File: config.mk
export PLATFORM = sky130hd
export DESIGN_NAME = qdac_serial_port
export DESIGN_NICKNAME = d
export VERILOG_FILES = /design/src/qdac_pkg.sv /design/src/qdac_serial_port.sv /design/src/qdac_sync.sv
export SDC_FILE = /design/constraint.sdc
export NUM_CORES = 1
export LEC_CHECK = 0
export ABC_AREA = 1
export BUFFER_PORTS_ARGS = -buffer_cell sky130_fd_sc_hd__buf_2
export CAP_MARGIN = 20
export CELL_PAD_IN_SITES_DETAIL_PLACEMENT = 0
export CELL_PAD_IN_SITES_GLOBAL_PLACEMENT = 1
export CORE_MARGIN = 2
export CORE_UTILIZATION = 40
export CTS_BUF_LIST = sky130_fd_sc_hd__clkbuf_4
export CTS_CLUSTER_DIAMETER = 80
export CTS_CLUSTER_SIZE = 14
export DETAILED_ROUTE_END_ITERATION = 16
export GPL_TIMING_DRIVEN = 0
export PLACE_DENSITY = 0.86
export SYNTH_ARGS = -nofsm -noshare
export SYNTH_HDL_FRONTEND = slang
export SYNTH_HIERARCHICAL = 1
export SYNTH_SLANG_ARGS = --single-unit
File: constraint.sdc
create_clock -name mclk_in -period 1.8 [get_ports mclk_in]
set_input_delay 0.09 -clock mclk_in [delete_from_list [all_inputs] [get_ports mclk_in]]
set_output_delay 0.09 -clock mclk_in [all_outputs]
set_load 0.005 [all_outputs]
File: src/qdac_pkg.sv
// Purpose: shared constants and types for the quad converter serial write port
// Assumes: one 25 MHz system clock, serial pins sampled by two-flop synchronisers
// Notes: register map holds the bus-visible copies of the channel state
package qdac_pkg;
  // ************************************************
  // frame layout
  // ************************************************
  localparam int unsigned FRAME_BITS = 24;
  localparam int unsigned DATA_BITS = 16;
  localparam int unsigned NUM_CH = 4;
  localparam int unsigned BIT_ADDR1 = 23;
  localparam int unsigned BIT_ADDR0 = 22;
  localparam int unsigned BIT_LDHI = 21;
  localparam int unsigned BIT_LDLO = 20;
  localparam int unsigned BIT_CHHI = 18;
  localparam int unsigned BIT_CHLO = 17;
  localparam int unsigned BIT_PD = 16;
  localparam int unsigned BIT_PDHI = 15;
  localparam int unsigned BIT_PDLO = 14;
  localparam logic [4:0] CNT_FULL = 5'h18;
  localparam logic [4:0] CNT_ZERO = 5'h00;
  // channel word: powerdown flag, mode code, data value
  localparam int unsigned CH_W = 19;
  localparam logic [18:0] CH_RESET = 19'h0_0000;
  // ************************************************
  // load commands
  // ************************************************
  typedef enum logic [1:0] {
    CMD_STORE,
    CMD_UPDATE_ONE,
    CMD_UPDATE_SIM,
    CMD_BROADCAST
  } load_cmd_type;
  // ************************************************
  // axi4-lite map, byte addresses
  // ************************************************
  localparam logic [7:0] OFS_CTRL = 8'h00;
  localparam logic [7:0] OFS_STATUS = 8'h04;
  localparam logic [7:0] OFS_BUF0 = 8'h10;
  localparam logic [7:0] OFS_DAC0 = 8'h20;
  localparam logic [31:0] CTRL_RESET = 32'h0000_0000;
  localparam logic [1:0] RESP_OKAY = 2'h0;
  localparam logic [1:0] RESP_SLVERR = 2'h2;
endpackage : qdac_pkg

File: src/qdac_serial_port.sv
// Purpose: serial write front end of a quad 16-bit converter, with axi4-lite status view
// Assumes: serial clock well below half of mclk (bench runs 320 ns)
// Notes: channel words are {powerdown_flag, mode[1:0], data[15:0]}
`timescale 1ns/1ps
`default_nettype none
module qdac_serial_port (
  // clock and reset
  input wire logic mclk_in,
  input wire logic rst_b_in,
  // serial pins
  input wire logic frame_sel_b_in,
  input wire logic sclk_in,
  input wire logic sdata_in,
  input wire logic port_en_b_in,
  input wire logic load_all_strobe_in,
  input wire logic addr_strap_0_in,
  input wire logic addr_strap_1_in,
  // converter outputs, one word per channel
  output logic [qdac_pkg::CH_W*qdac_pkg::NUM_CH-1:0] dac_words_out,
  output logic dac_update_out,
  // axi4-lite slave
  input wire logic [7:0] s_axi_awaddr,
  input wire logic s_axi_awvalid,
  output logic s_axi_awready,
  input wire logic [31:0] s_axi_wdata,
  input wire logic [3:0] s_axi_wstrb,
  input wire logic s_axi_wvalid,
  output logic s_axi_wready,
  output logic [1:0] s_axi_bresp,
  output logic s_axi_bvalid,
  input wire logic s_axi_bready,
  input wire logic [7:0] s_axi_araddr,
  input wire logic s_axi_arvalid,
  output logic s_axi_arready,
  output logic [31:0] s_axi_rdata,
  output logic [1:0] s_axi_rresp,
  output logic s_axi_rvalid,
  input wire logic s_axi_rready
);
  import qdac_pkg::*;

  // ************************************************
  // pin synchronisers
  // ************************************************
  logic [6:0] pins_s;
  // idle levels preset: select high, clock high, port off until the pin is seen
  qdac_sync #(.W(7), .INIT(7'h68)) u_qdac_sync (
    .mclk_in(mclk_in),
    .rst_b_in(rst_b_in),
    .async_in({frame_sel_b_in, sclk_in, sdata_in, port_en_b_in, load_all_strobe_in,
               addr_strap_1_in, addr_strap_0_in}),
    .sync_out(pins_s)
  );
  wire fs_b_s = pins_s[6];
  wire sclk_s = pins_s[5];
  wire din_s = pins_s[4];
  wire en_b_s = pins_s[3];
  wire strobe_s = pins_s[2];
  wire strap1_s = pins_s[1];
  wire strap0_s = pins_s[0];

  // edge history on synchronised levels
  logic sclk_d_ff;
  logic fs_d_ff;
  logic strobe_d_ff;
  always_ff @(posedge mclk_in or negedge rst_b_in) begin
    if (!rst_b_in) begin
      sclk_d_ff <= 1'b1;
      fs_d_ff <= 1'b1;
      strobe_d_ff <= 1'b0;
    end else begin
      sclk_d_ff <= sclk_s;
      fs_d_ff <= fs_b_s;
      strobe_d_ff <= strobe_s;
    end
  end

  // ************************************************
  // control registers (software steers port gating)
  // ************************************************
  logic [31:0] ctrl_ff;
  logic [15:0] frames_ok_ff;
  logic [15:0] frames_abort_ff;
  wire sw_port_off = ctrl_ff[0];

  // ************************************************
  // shift register and frame counter
  // ************************************************
  logic [FRAME_BITS-1:0] shift_ff;
  logic [4:0] count_ff;
  wire port_on = !en_b_s && !sw_port_off;
  wire frame_on = port_on && !fs_b_s;
  wire sclk_fall = sclk_d_ff && !sclk_s;
  wire locked = (count_ff == CNT_FULL);
  wire shift_en = frame_on && sclk_fall && !locked;
  wire word_done = shift_en && (count_ff == CNT_FULL - 5'h01);
  wire aborted = port_on && fs_b_s && !fs_d_ff && !locked && (count_ff != CNT_ZERO);
  wire [FRAME_BITS-1:0] word = {shift_ff[FRAME_BITS-2:0], din_s};

  // shifter; counter clears whenever the frame select is high
  always_ff @(posedge mclk_in or negedge rst_b_in) begin
    if (!rst_b_in) begin
      shift_ff <= '0;
      count_ff <= CNT_ZERO;
    end else if (!frame_on) begin
      count_ff <= CNT_ZERO;
    end else if (shift_en) begin
      shift_ff <= word;
      count_ff <= count_ff + 5'h01;
    end
  end

  // ************************************************
  // command decode
  // ************************************************
  load_cmd_type cmd;
  assign cmd = load_cmd_type'({word[BIT_LDHI], word[BIT_LDLO]});
  wire addr_hit = (word[BIT_ADDR1] == strap1_s) && (word[BIT_ADDR0] == strap0_s);
  wire bcast = (cmd == CMD_BROADCAST);
  wire accept = word_done && (addr_hit || bcast);
  wire [1:0] sel = {word[BIT_CHHI], word[BIT_CHLO]};
  // powerdown takes the mode code from the top data bits and clears the data
  wire [CH_W-1:0] new_word = word[BIT_PD] ?
    {1'b1, word[BIT_PDHI], word[BIT_PDLO], 16'h0000} :
    {1'b0, 2'b00, word[DATA_BITS-1:0]};
  wire strobe_rise = strobe_s && !strobe_d_ff;

  // ************************************************
  // channel buffers and dac registers
  // ************************************************
  logic [CH_W-1:0] buf_ff [NUM_CH];
  logic [CH_W-1:0] dac_ff [NUM_CH];
  logic [NUM_CH-1:0] buf_wr;
  logic [NUM_CH-1:0] dac_new;
  logic [NUM_CH-1:0] dac_from_buf;

  always_comb begin
    for (int i = 0; i < NUM_CH; i++) begin
      buf_wr[i] = 1'b0;
      dac_new[i] = 1'b0;
      dac_from_buf[i] = strobe_rise;
      if (accept) begin
        case (cmd)
          CMD_STORE: begin
            buf_wr[i] = (sel == 2'(i));
          end
          CMD_UPDATE_ONE: begin
            buf_wr[i] = (sel == 2'(i));
            dac_new[i] = (sel == 2'(i));
          end
          CMD_UPDATE_SIM: begin
            buf_wr[i] = (sel == 2'(i));
            dac_new[i] = (sel == 2'(i));
            dac_from_buf[i] = (sel != 2'(i));
          end
          CMD_BROADCAST: begin
            buf_wr[i] = word[BIT_CHHI];
            dac_new[i] = word[BIT_CHHI];
            dac_from_buf[i] = !word[BIT_CHHI];
          end
          default: begin
            buf_wr[i] = 1'b0;
          end
        endcase
      end
    end
  end

  always_ff @(posedge mclk_in or negedge rst_b_in) begin
    if (!rst_b_in) begin
      for (int i = 0; i < NUM_CH; i++) begin
        buf_ff[i] <= CH_RESET;
        dac_ff[i] <= CH_RESET;
      end
      dac_update_out <= 1'b0;
    end else begin
      for (int i = 0; i < NUM_CH; i++) begin
        if (buf_wr[i]) buf_ff[i] <= new_word;
        if (dac_new[i]) dac_ff[i] <= new_word;
        else if (dac_from_buf[i]) dac_ff[i] <= buf_ff[i];
      end
      dac_update_out <= |(dac_new | dac_from_buf);
    end
  end

  always_comb begin
    for (int i = 0; i < NUM_CH; i++) begin
      dac_words_out[i*CH_W +: CH_W] = dac_ff[i];
    end
  end

  // frame counters for software
  always_ff @(posedge mclk_in or negedge rst_b_in) begin
    if (!rst_b_in) begin
      frames_ok_ff <= 16'h0000;
      frames_abort_ff <= 16'h0000;
    end else begin
      if (accept) frames_ok_ff <= frames_ok_ff + 16'h0001;
      if (aborted) frames_abort_ff <= frames_abort_ff + 16'h0001;
    end
  end

  // ************************************************
  // axi4-lite slave
  // ************************************************
  logic aw_got_ff;
  logic w_got_ff;
  logic [7:0] awaddr_ff;
  logic [31:0] wdata_ff;
  wire wr_go = aw_got_ff && w_got_ff && !s_axi_bvalid;
  wire wr_ctrl = (awaddr_ff == OFS_CTRL);
  wire [1:0] rd_ch = s_axi_araddr[3:2];
  wire rd_buf = (s_axi_araddr[7:4] == OFS_BUF0[7:4]);
  wire rd_dac = (s_axi_araddr[7:4] == OFS_DAC0[7:4]);
  wire rd_ok = (s_axi_araddr == OFS_CTRL) || (s_axi_araddr == OFS_STATUS) || rd_buf || rd_dac;
  wire [31:0] rd_val =
    (s_axi_araddr == OFS_CTRL) ? ctrl_ff :
    (s_axi_araddr == OFS_STATUS) ? {frames_abort_ff, frames_ok_ff} :
    rd_buf ? {13'h0000, buf_ff[rd_ch]} :
    rd_dac ? {13'h0000, dac_ff[rd_ch]} : 32'h0000_0000;

  // write channels, taken in either order
  always_ff @(posedge mclk_in or negedge rst_b_in) begin
    if (!rst_b_in) begin
      aw_got_ff <= 1'b0;
      w_got_ff <= 1'b0;
      awaddr_ff <= 8'h00;
      wdata_ff <= 32'h0000_0000;
      s_axi_awready <= 1'b0;
      s_axi_wready <= 1'b0;
    end else begin
      s_axi_awready <= !aw_got_ff && s_axi_awvalid && !s_axi_awready;
      s_axi_wready <= !w_got_ff && s_axi_wvalid && !s_axi_wready;
      if (s_axi_awvalid && s_axi_awready) begin
        aw_got_ff <= 1'b1;
        awaddr_ff <= s_axi_awaddr;
      end
      if (s_axi_wvalid && s_axi_wready) begin
        w_got_ff <= 1'b1;
        wdata_ff <= s_axi_wdata;
      end
      if (wr_go) begin
        aw_got_ff <= 1'b0;
        w_got_ff <= 1'b0;
      end
    end
  end

  // write response and control register
  always_ff @(posedge mclk_in or negedge rst_b_in) begin
    if (!rst_b_in) begin
      ctrl_ff <= CTRL_RESET;
      s_axi_bvalid <= 1'b0;
      s_axi_bresp <= RESP_OKAY;
    end else begin
      if (wr_go) begin
        s_axi_bvalid <= 1'b1;
        s_axi_bresp <= wr_ctrl ? RESP_OKAY : RESP_SLVERR;
        if (wr_ctrl && wdata_ff[0] == 1'b1 && 1'b1) ctrl_ff <= {31'h0, 1'b1};
        if (wr_ctrl && !wdata_ff[0]) ctrl_ff <= CTRL_RESET;
      end else if (s_axi_bready) begin
        s_axi_bvalid <= 1'b0;
      end
    end
  end

  // read channel, one word per request
  always_ff @(posedge mclk_in or negedge rst_b_in) begin
    if (!rst_b_in) begin
      s_axi_arready <= 1'b0;
      s_axi_rvalid <= 1'b0;
      s_axi_rdata <= 32'h0000_0000;
      s_axi_rresp <= RESP_OKAY;
    end else begin
      s_axi_arready <= s_axi_arvalid && !s_axi_arready && !s_axi_rvalid;
      if (s_axi_arvalid && s_axi_arready) begin
        s_axi_rvalid <= 1'b1;
        s_axi_rdata <= rd_val;
        s_axi_rresp <= rd_ok ? RESP_OKAY : RESP_SLVERR;
      end else if (s_axi_rready) begin
        s_axi_rvalid <= 1'b0;
      end
    end
  end
endmodule : qdac_serial_port
`default_nettype wire

File: src/qdac_sync.sv
// Purpose: two flip-flop level synchroniser for pins from outside the clock domain
// Assumes: inputs are slow enough to be sampled by mclk
// Notes: first stage is read only by the second stage
`timescale 1ns/1ps
`default_nettype none
module qdac_sync #(
  parameter int unsigned W = 1,
  parameter logic [W-1:0] INIT = '0
) (
  // clock and reset
  input wire logic mclk_in,
  input wire logic rst_b_in,
  // pins
  input wire logic [W-1:0] async_in,
  output logic [W-1:0] sync_out
);
  logic [W-1:0] meta_ff;
  // two stages, reset to each pin's idle level so no false edge follows reset
  always_ff @(posedge mclk_in or negedge rst_b_in) begin
    if (!rst_b_in) begin
      meta_ff <= INIT;
      sync_out <= INIT;
    end else begin
      meta_ff <= async_in;
      sync_out <= meta_ff;
    end
  end
endmodule : qdac_sync
`default_nettype wire

==> flow_metrics.env, run 1 <==
export IMPL_status="finished with violations"
export IMPL_violations="hold timing, setup timing"
export IMPL_yosys_warnings=6
export IMPL_holdWs_ns=-0.0954
export IMPL_synth_top_cell_area_share_pct=49.6
export IMPL_ctsHoldBuffers=41
export IMPL_power_switching_uw=3190
export IMPL_p_clk_share_pct=26.2
export IMPL_multi_input_area_um2=6530
export IMPL_gp_congestion=0.920
export IMPL_cp_max_fo=5
export IMPL_antenna_found_initial=3
export IMPL_cts_sinks=281
export IMPL_period_share_pct=113
export IMPL_synthToLayoutAreaGrowth_pct=29.8
export IMPL_netSwitchingFraction_pct=28.9
export IMPL_viasPerCell=5.40
export IMPL_grt_pass1_vias=12645
export IMPL_yosys_top_cells_area="dfrtp_1, nand2_1, o21ai_0, nand4_1, inv_1"
export IMPL_worstMarginPinSlew_ns=0.720
export IMPL_slew_headroom_pct=52.0
export IMPL_start_util_pct=40.9
export IMPL_clock_fmax_mhz=490
export IMPL_cts_buffers=24
export IMPL_die_w_um=190
export IMPL_wl_per_cell_um=19.5
export IMPL_ys_ff_latch=281
export IMPL_dp_hpwl_mm=34.4
export IMPL_leakagePower_uw=0.00846
export IMPL_synth_ff_type="dfrtp_1"
export IMPL_critPathKind="reg -> reg"
export IMPL_yosysSeqAreaShare_pct=51.1
export IMPL_grt_overflow=0
export IMPL_yosysTopAreaCell="dfrtp_1"
export IMPL_finalSetupViolCount=143
export IMPL_htree_num_levels=1
export IMPL_fin_crit_ns=2.04
export IMPL_clk_insertion_delay_late_ns=0.76
export IMPL_first_iter_violations=1159
export IMPL_dieArea_um2=35900
export IMPL_min_path_type="in -> async"
export IMPL_drc=0
export IMPL_finClkSkew_ns=0.0577
export IMPL_finalMaxSlewViolations=0
export IMPL_seqPwrFrac_pct=60.9
export IMPL_clk_pin_slew_ns=0.16
export IMPL_syn_area_um2=13800
export IMPL_hold_viol_final=87
export IMPL_die_height_um=190
export IMPL_ys_types=35
export IMPL_rsz0062_at_grt="true"
export IMPL_synthTopCellsByCount="nand2_1, dfrtp_1, o21ai_0"
export IMPL_totalWireLength_mm=48.0
export IMPL_crit_path_start_kind="flop"
export IMPL_cts_tree="yes"
export IMPL_cp_data_arrival_time_ns=2.69
export IMPL_grt_max_degree=103
export IMPL_synthCells=1718
export IMPL_combPwrFrac_pct=12.9
export IMPL_nFillCells=3176
export IMPL_async_flop_share_pct=100
export IMPL_avgSynthCellArea_um2=8.02
export IMPL_cts_root_buffer="clkbuf_4"
export IMPL_pre_cts_slack_ns=-0.588
export IMPL_grt_use_total_pct=26.0
export IMPL_dr_pass1_iters=8
export IMPL_core_um2=33700
export IMPL_cp_end_kind="flop"
export IMPL_port_buffers=146
export IMPL_fin_nets=2075
export IMPL_ant_nets=0
export IMPL_power_density_nw_per_um2=618
export IMPL_worst_ep_required_time_ns=2.45
export IMPL_drive_above_1_share_pct=26.8
export IMPL_grt_pass1_wl_mm=72.7
export IMPL_regArea_um2=7040
export IMPL_synth_most_common_cell="nand2_1"
export IMPL_cts_buffer_depth=3
export IMPL_p_int_uw=7850
export IMPL_ios=184
export IMPL_ir_drop_mv=0.377
export IMPL_finalSetupTns_ns=-19.45
export IMPL_core_rowCount=67
export IMPL_setup_ws_ns=-0.241
export IMPL_cap_violations=0
export IMPL_synth_edf_count=0
export IMPL_num_vias=13273
worst max-delay path, stage by stage (launching register included):
cell,delay (ns)
dfrtp_1,0.43
inv_2,0.09
ha_4,0.13
nand4_1,0.17
nand2_4,0.18
nor2_8,0.07
buf_6,0.12
nand3_4,0.11
buf_4,0.14
nand3_4,0.12
clkbuf_16,0.19
nor2_4,0.12
nand2_2,0.08
repair_timing:
item | 4_1_cts | 5_1_grt
endpoints found under the hold margin | 203 | 77
gates resized for setup | 283 | 258
pin swaps | 37 | 80
gates cloned | 11 | 8
endpoints found under the setup margin | 209 | 217
buffers inserted | 41 | 13
cells by family (layout without fill, tap and decap cells):
kind of cell,after synthesis,after routing,share of synthesized area [%]
and+or+nand+nor,846,847,26.4
AOI/OAI and AO/OA,331,331,13.0
DFF,281,281,51.1
buffers and inverters,223,514,7.04
xor gates and xnor gates,29,29,1.84
adders and majority gates,7,7,0.636
other,1,3,0.0272
routing by layer:
metal | GRT usage [%] | routed length (um) | vias up
met5 | 0 | 30 | -
met4 | 8.08 | 1650 | 4
met3 | 3.58 | 3370 | 102
met2 | 43.4 | 23000 | 538
met1 | 35.2 | 19900 | 6369
li1 | - | - | 6260
through the flow:
| stage | std cells | total power (uW) | cell area (um^2) | utilization (%) |
|---|---|---|---|---|
| after floorplan | 1719 | 7450 | 13800 | - |
| after global placement | 2313 | 7980 | 15100 | 44.7 |
| after detailed placement | 2315 | 8040 | 15100 | 44.9 |
| after CTS | 2442 | 11000 | 17000 | 50.4 |
| after global routing | 2460 | 11600 | 17900 | 53.1 |
| final | 2460 | 11000 | 17900 | 53.1 |
cells in the final DEF (no fill, tap or decap), types with 55 or more instances in the layout:
cell     Yosys  routed
o21ai_0    230     126
inv_1      111     102
nand4_1     85      85
nand2_2      4      77
nor2_1      82      78
dfrtp_1    273     272
nand2_1    558     463
buf_2       28     152
nand3_1     65      55
o21ai_1     37     102
worst paths after layout:
path | start | end | slack [ns] | cells past startpoint
max | count_ff[1] | dac_update_out | -0.24 | 12
min | rst_b_in | frames_abort_ff[12] | -0.1 | 2
max reg2reg | count_ff[1] | dac_update_out | -0.24 | 12
min reg2reg | u_qdac_sync/meta_ff[5] | u_qdac_sync/sync_out[5] | 0.35 | 0
max in group asynchronous | rst_b_in | buf_ff[21] | 0.50 | 4
min in group mclk_in | s_axi_rready | s_axi_rvalid | 0.05 | 3
state kept, by name, indices dropped and copies added (netlist names), 5 cells and up:
| signal | cells |
|---|---|
| frames_ok_ff | 16 |
| count_ff | 5 |
| frames_abort_ff | 16 |
| u_qdac_sync/meta_ff | 7 |
| dac_words_out | 76 |
| s_axi_rdata | 32 |
| u_qdac_sync/sync_out | 7 |
| shift_ff | 23 |
| awaddr_ff | 8 |
| buf_ff | 76 |
cell type report:
| cell class | instances | area share [%] |
|---|---|---|
| Tap cell | 448 | 3.13 |
| Timing Repair Buffer | 257 | 11.6 |
| Sequential cell | 281 | 39.4 |
| Antenna cell | 1 | 0.0140 |
| Clock inverter | 4 | 0.119 |
| Buffer | 109 | 5.53 |
| Inverter | 113 | 2.43 |
| Multi-Input combinational cell | 1216 | 36.5 |
| Clock buffer | 31 | 1.30 |
power groups by stage:
stage                     Clock, uW  Sequential [uW]  Combinational, uW
final                          2890             6720               1430
after global routing           3200             6760               1590
after CTS                      2960             6720               1370
after detailed placement          0             6840               1190
after global placement            0             6840               1140
after floorplan                   0             6820                635
Note: power is estimated with default switching activity, not from simulation.
==> inputs of run 2 (changes only) <==
CORE_ASPECT_RATIO = 0.6   (was default)
==> run 2 against run 1 <==
Compared with the run above:
- the run ends with setup timing left
- non-clock buffer count is 4 lower
- final area grew 1.7%
- register-to-register slack barely moved
- die area grew 0.13%
- sequential share of layout area fell by 0.65 points
- clock-buffer cell count increased by 3
- maximum frequency rose by 0.34%
- critical path type unchanged
- critical endpoint is now dac_words_out[19]
- largest cell class unchanged
==> flow_metrics.env, run 2 (same netlist as run 1, synthesis figures left out) <==
export IMPL_port_buffers=146
export IMPL_synthToLayoutAreaGrowth_pct=32.0
export IMPL_fin_nets=2071
export IMPL_final_cells=2470
export IMPL_htree_num_levels=1
export IMPL_violations="setup timing"
export IMPL_wl_per_cell_um=19.4
export IMPL_worst_ep_required_time_ns=2.50
export IMPL_dieArea_um2=36000
export IMPL_totalWireLength_mm=48.0
export IMPL_die_w_um=244
export IMPL_holdWs_ns=0.0781
export IMPL_cts_root_buffer="clkbuf_4"
export IMPL_clk_insertion_delay_late_ns=0.80
export IMPL_cts_sinks=281
export IMPL_ios=184
export IMPL_num_vias=13310
export IMPL_die_height_um=148
export IMPL_ant_nets=0
export IMPL_cp_max_fo=7
export IMPL_drc=0
export IMPL_finalMaxSlewViolations=0
export IMPL_cts_buffers=24
export IMPL_core_rowCount=52
export IMPL_gp_congestion=0.942
export IMPL_grt_pass1_wl_mm=72.5
export IMPL_placedCellCount=2326
export IMPL_finish_utilization_pct=53.8
export IMPL_core_um2=33800
export IMPL_crit_path_start_kind="flop"
export IMPL_hold_viol_final=0
export IMPL_grt_use_total_pct=25.8
export IMPL_clk_pin_slew_ns=0.14
export IMPL_max_stage_delay_ns=0.43
export IMPL_antenna_found_initial=2
export IMPL_grt_pass1_vias=12373
export IMPL_drive_above_1_share_pct=30.3
export IMPL_cp_slowest_cell="dfrtp_1"
export IMPL_nFillCells=3138
export IMPL_ir_drop_mv=0.638
export IMPL_final_cell_mix="nand2_1, dfrtp_1, buf_2"
export IMPL_multi_input_area_um2=6830
export IMPL_cp_data_arrival_time_ns=2.73
export IMPL_final_common_cell="nand2_1"
export IMPL_viasPerCell=5.39
export IMPL_min_path_type="in -> reg"
export IMPL_status="finished with violations"
export IMPL_first_iter_violations=1330
export IMPL_cap_violations=0
export IMPL_dp_hpwl_mm=34.0
export IMPL_clock_fmax_mhz=492
export IMPL_fin_crit_ns=2.03
export IMPL_grt_max_degree=125
export IMPL_finClkSkew_ns=0.0746
export IMPL_regArea_um2=7040
export IMPL_slew_headroom_pct=55.8
export IMPL_dr_pass1_iters=5
export IMPL_pre_cts_slack_ns=-0.567
export IMPL_grt_overflow=0
export IMPL_leakagePower_uw=0.00858
export IMPL_cts_tree="yes"
export IMPL_cp_common_cell="buf_6"
export IMPL_setup_ws_ns=-0.234
export IMPL_worstMarginPinSlew_ns=0.662
export IMPL_power_density_nw_per_um2=612
export IMPL_finalSetupViolCount=154
export IMPL_critPathKind="reg -> reg"
export IMPL_rsz0062_at_grt="true"
export IMPL_worstPathCellList="buf_6, ha_4, nand4_1, buf_6, nor2_8, buf_12, nand3_4, buf_6, buf_6, nand2_1, o21ai_1, nand2_1, nand2_1"
export IMPL_cp_end_kind="flop"
export IMPL_start_util_pct=40.7
export IMPL_cts_buffer_depth=3
export IMPL_period_share_pct=113
[run 2: metal layers]
metal,up-vias,GRT usage [%],wire (um)
met1,6394,40.4,22000
met3,89,4.92,4500
met2,573,36.5,20200
met4,0,6.16,1250
li1,6254,-,-
met5,-,0,0
[run 2: path summary, 6_finish.rpt]
check	to	depth (start not counted)	from	slack (ns)
max in group asynchronous	fs_d_ff	5	rst_b_in	0.33
min in group asynchronous	s_axi_rdata[3]	4	rst_b_in	0.35
setup / recovery	dac_words_out[19]	13	count_ff[0]	-0.23
hold reg to reg	u_qdac_sync/sync_out[4]	0	u_qdac_sync/meta_ff[4]	0.31
setup reg to reg	dac_words_out[19]	13	count_ff[0]	-0.23
hold / removal	s_axi_arready	4	s_axi_arvalid	0.08
[run 2: critical path: cells and delay by family, from the launching register on]
family | cells | cell delay, ns
fa+ha+maj | 1 | 0.12
flops | 1 | 0.43
compound gates | 1 | 0.06
simple gates | 6 | 0.61
buf+inv | 5 | 0.77
[run 2: where the power goes]
group	internal (uW)	switching [uW]	leakage (uW)
logic	453	968	0.00459
clock network	867	2130	0.000163
registers	6590	134	0.00383
[run 2: per-stage QoR]
stage                     total power (uW)  area [um^2]  TNS [ns]
after detailed placement              8040        15100    -71.23
after CTS                            11200        17300     -8.85
after global placement                7980        15100  -1313.91
after floorplan                       7450        13800         0
after global routing                 11700        18200    -41.85
final                                11100        18200    -22.51
[run 2: timing repair]
action / CTS / global route
pin swaps: 44 / 46
resized for setup: 393 / 236
gates cloned: 14 / 5
hold buffers: 40 / 0
buffers inserted: 41 / 9
endpoints found under the hold margin: 202 / 0
endpoints found under the setup margin: 204 / 217
[run 2: final cells by class]
class,count,area share (%)
buffer,109,5.42
timing repair buffer,253,11.2
clock inverter,1,0.0894
antenna,4,0.0550
sequential,281,38.7
multi-input combinational,1216,37.6
clock buffer,34,1.40
tap,459,3.16
inverter,113,2.41
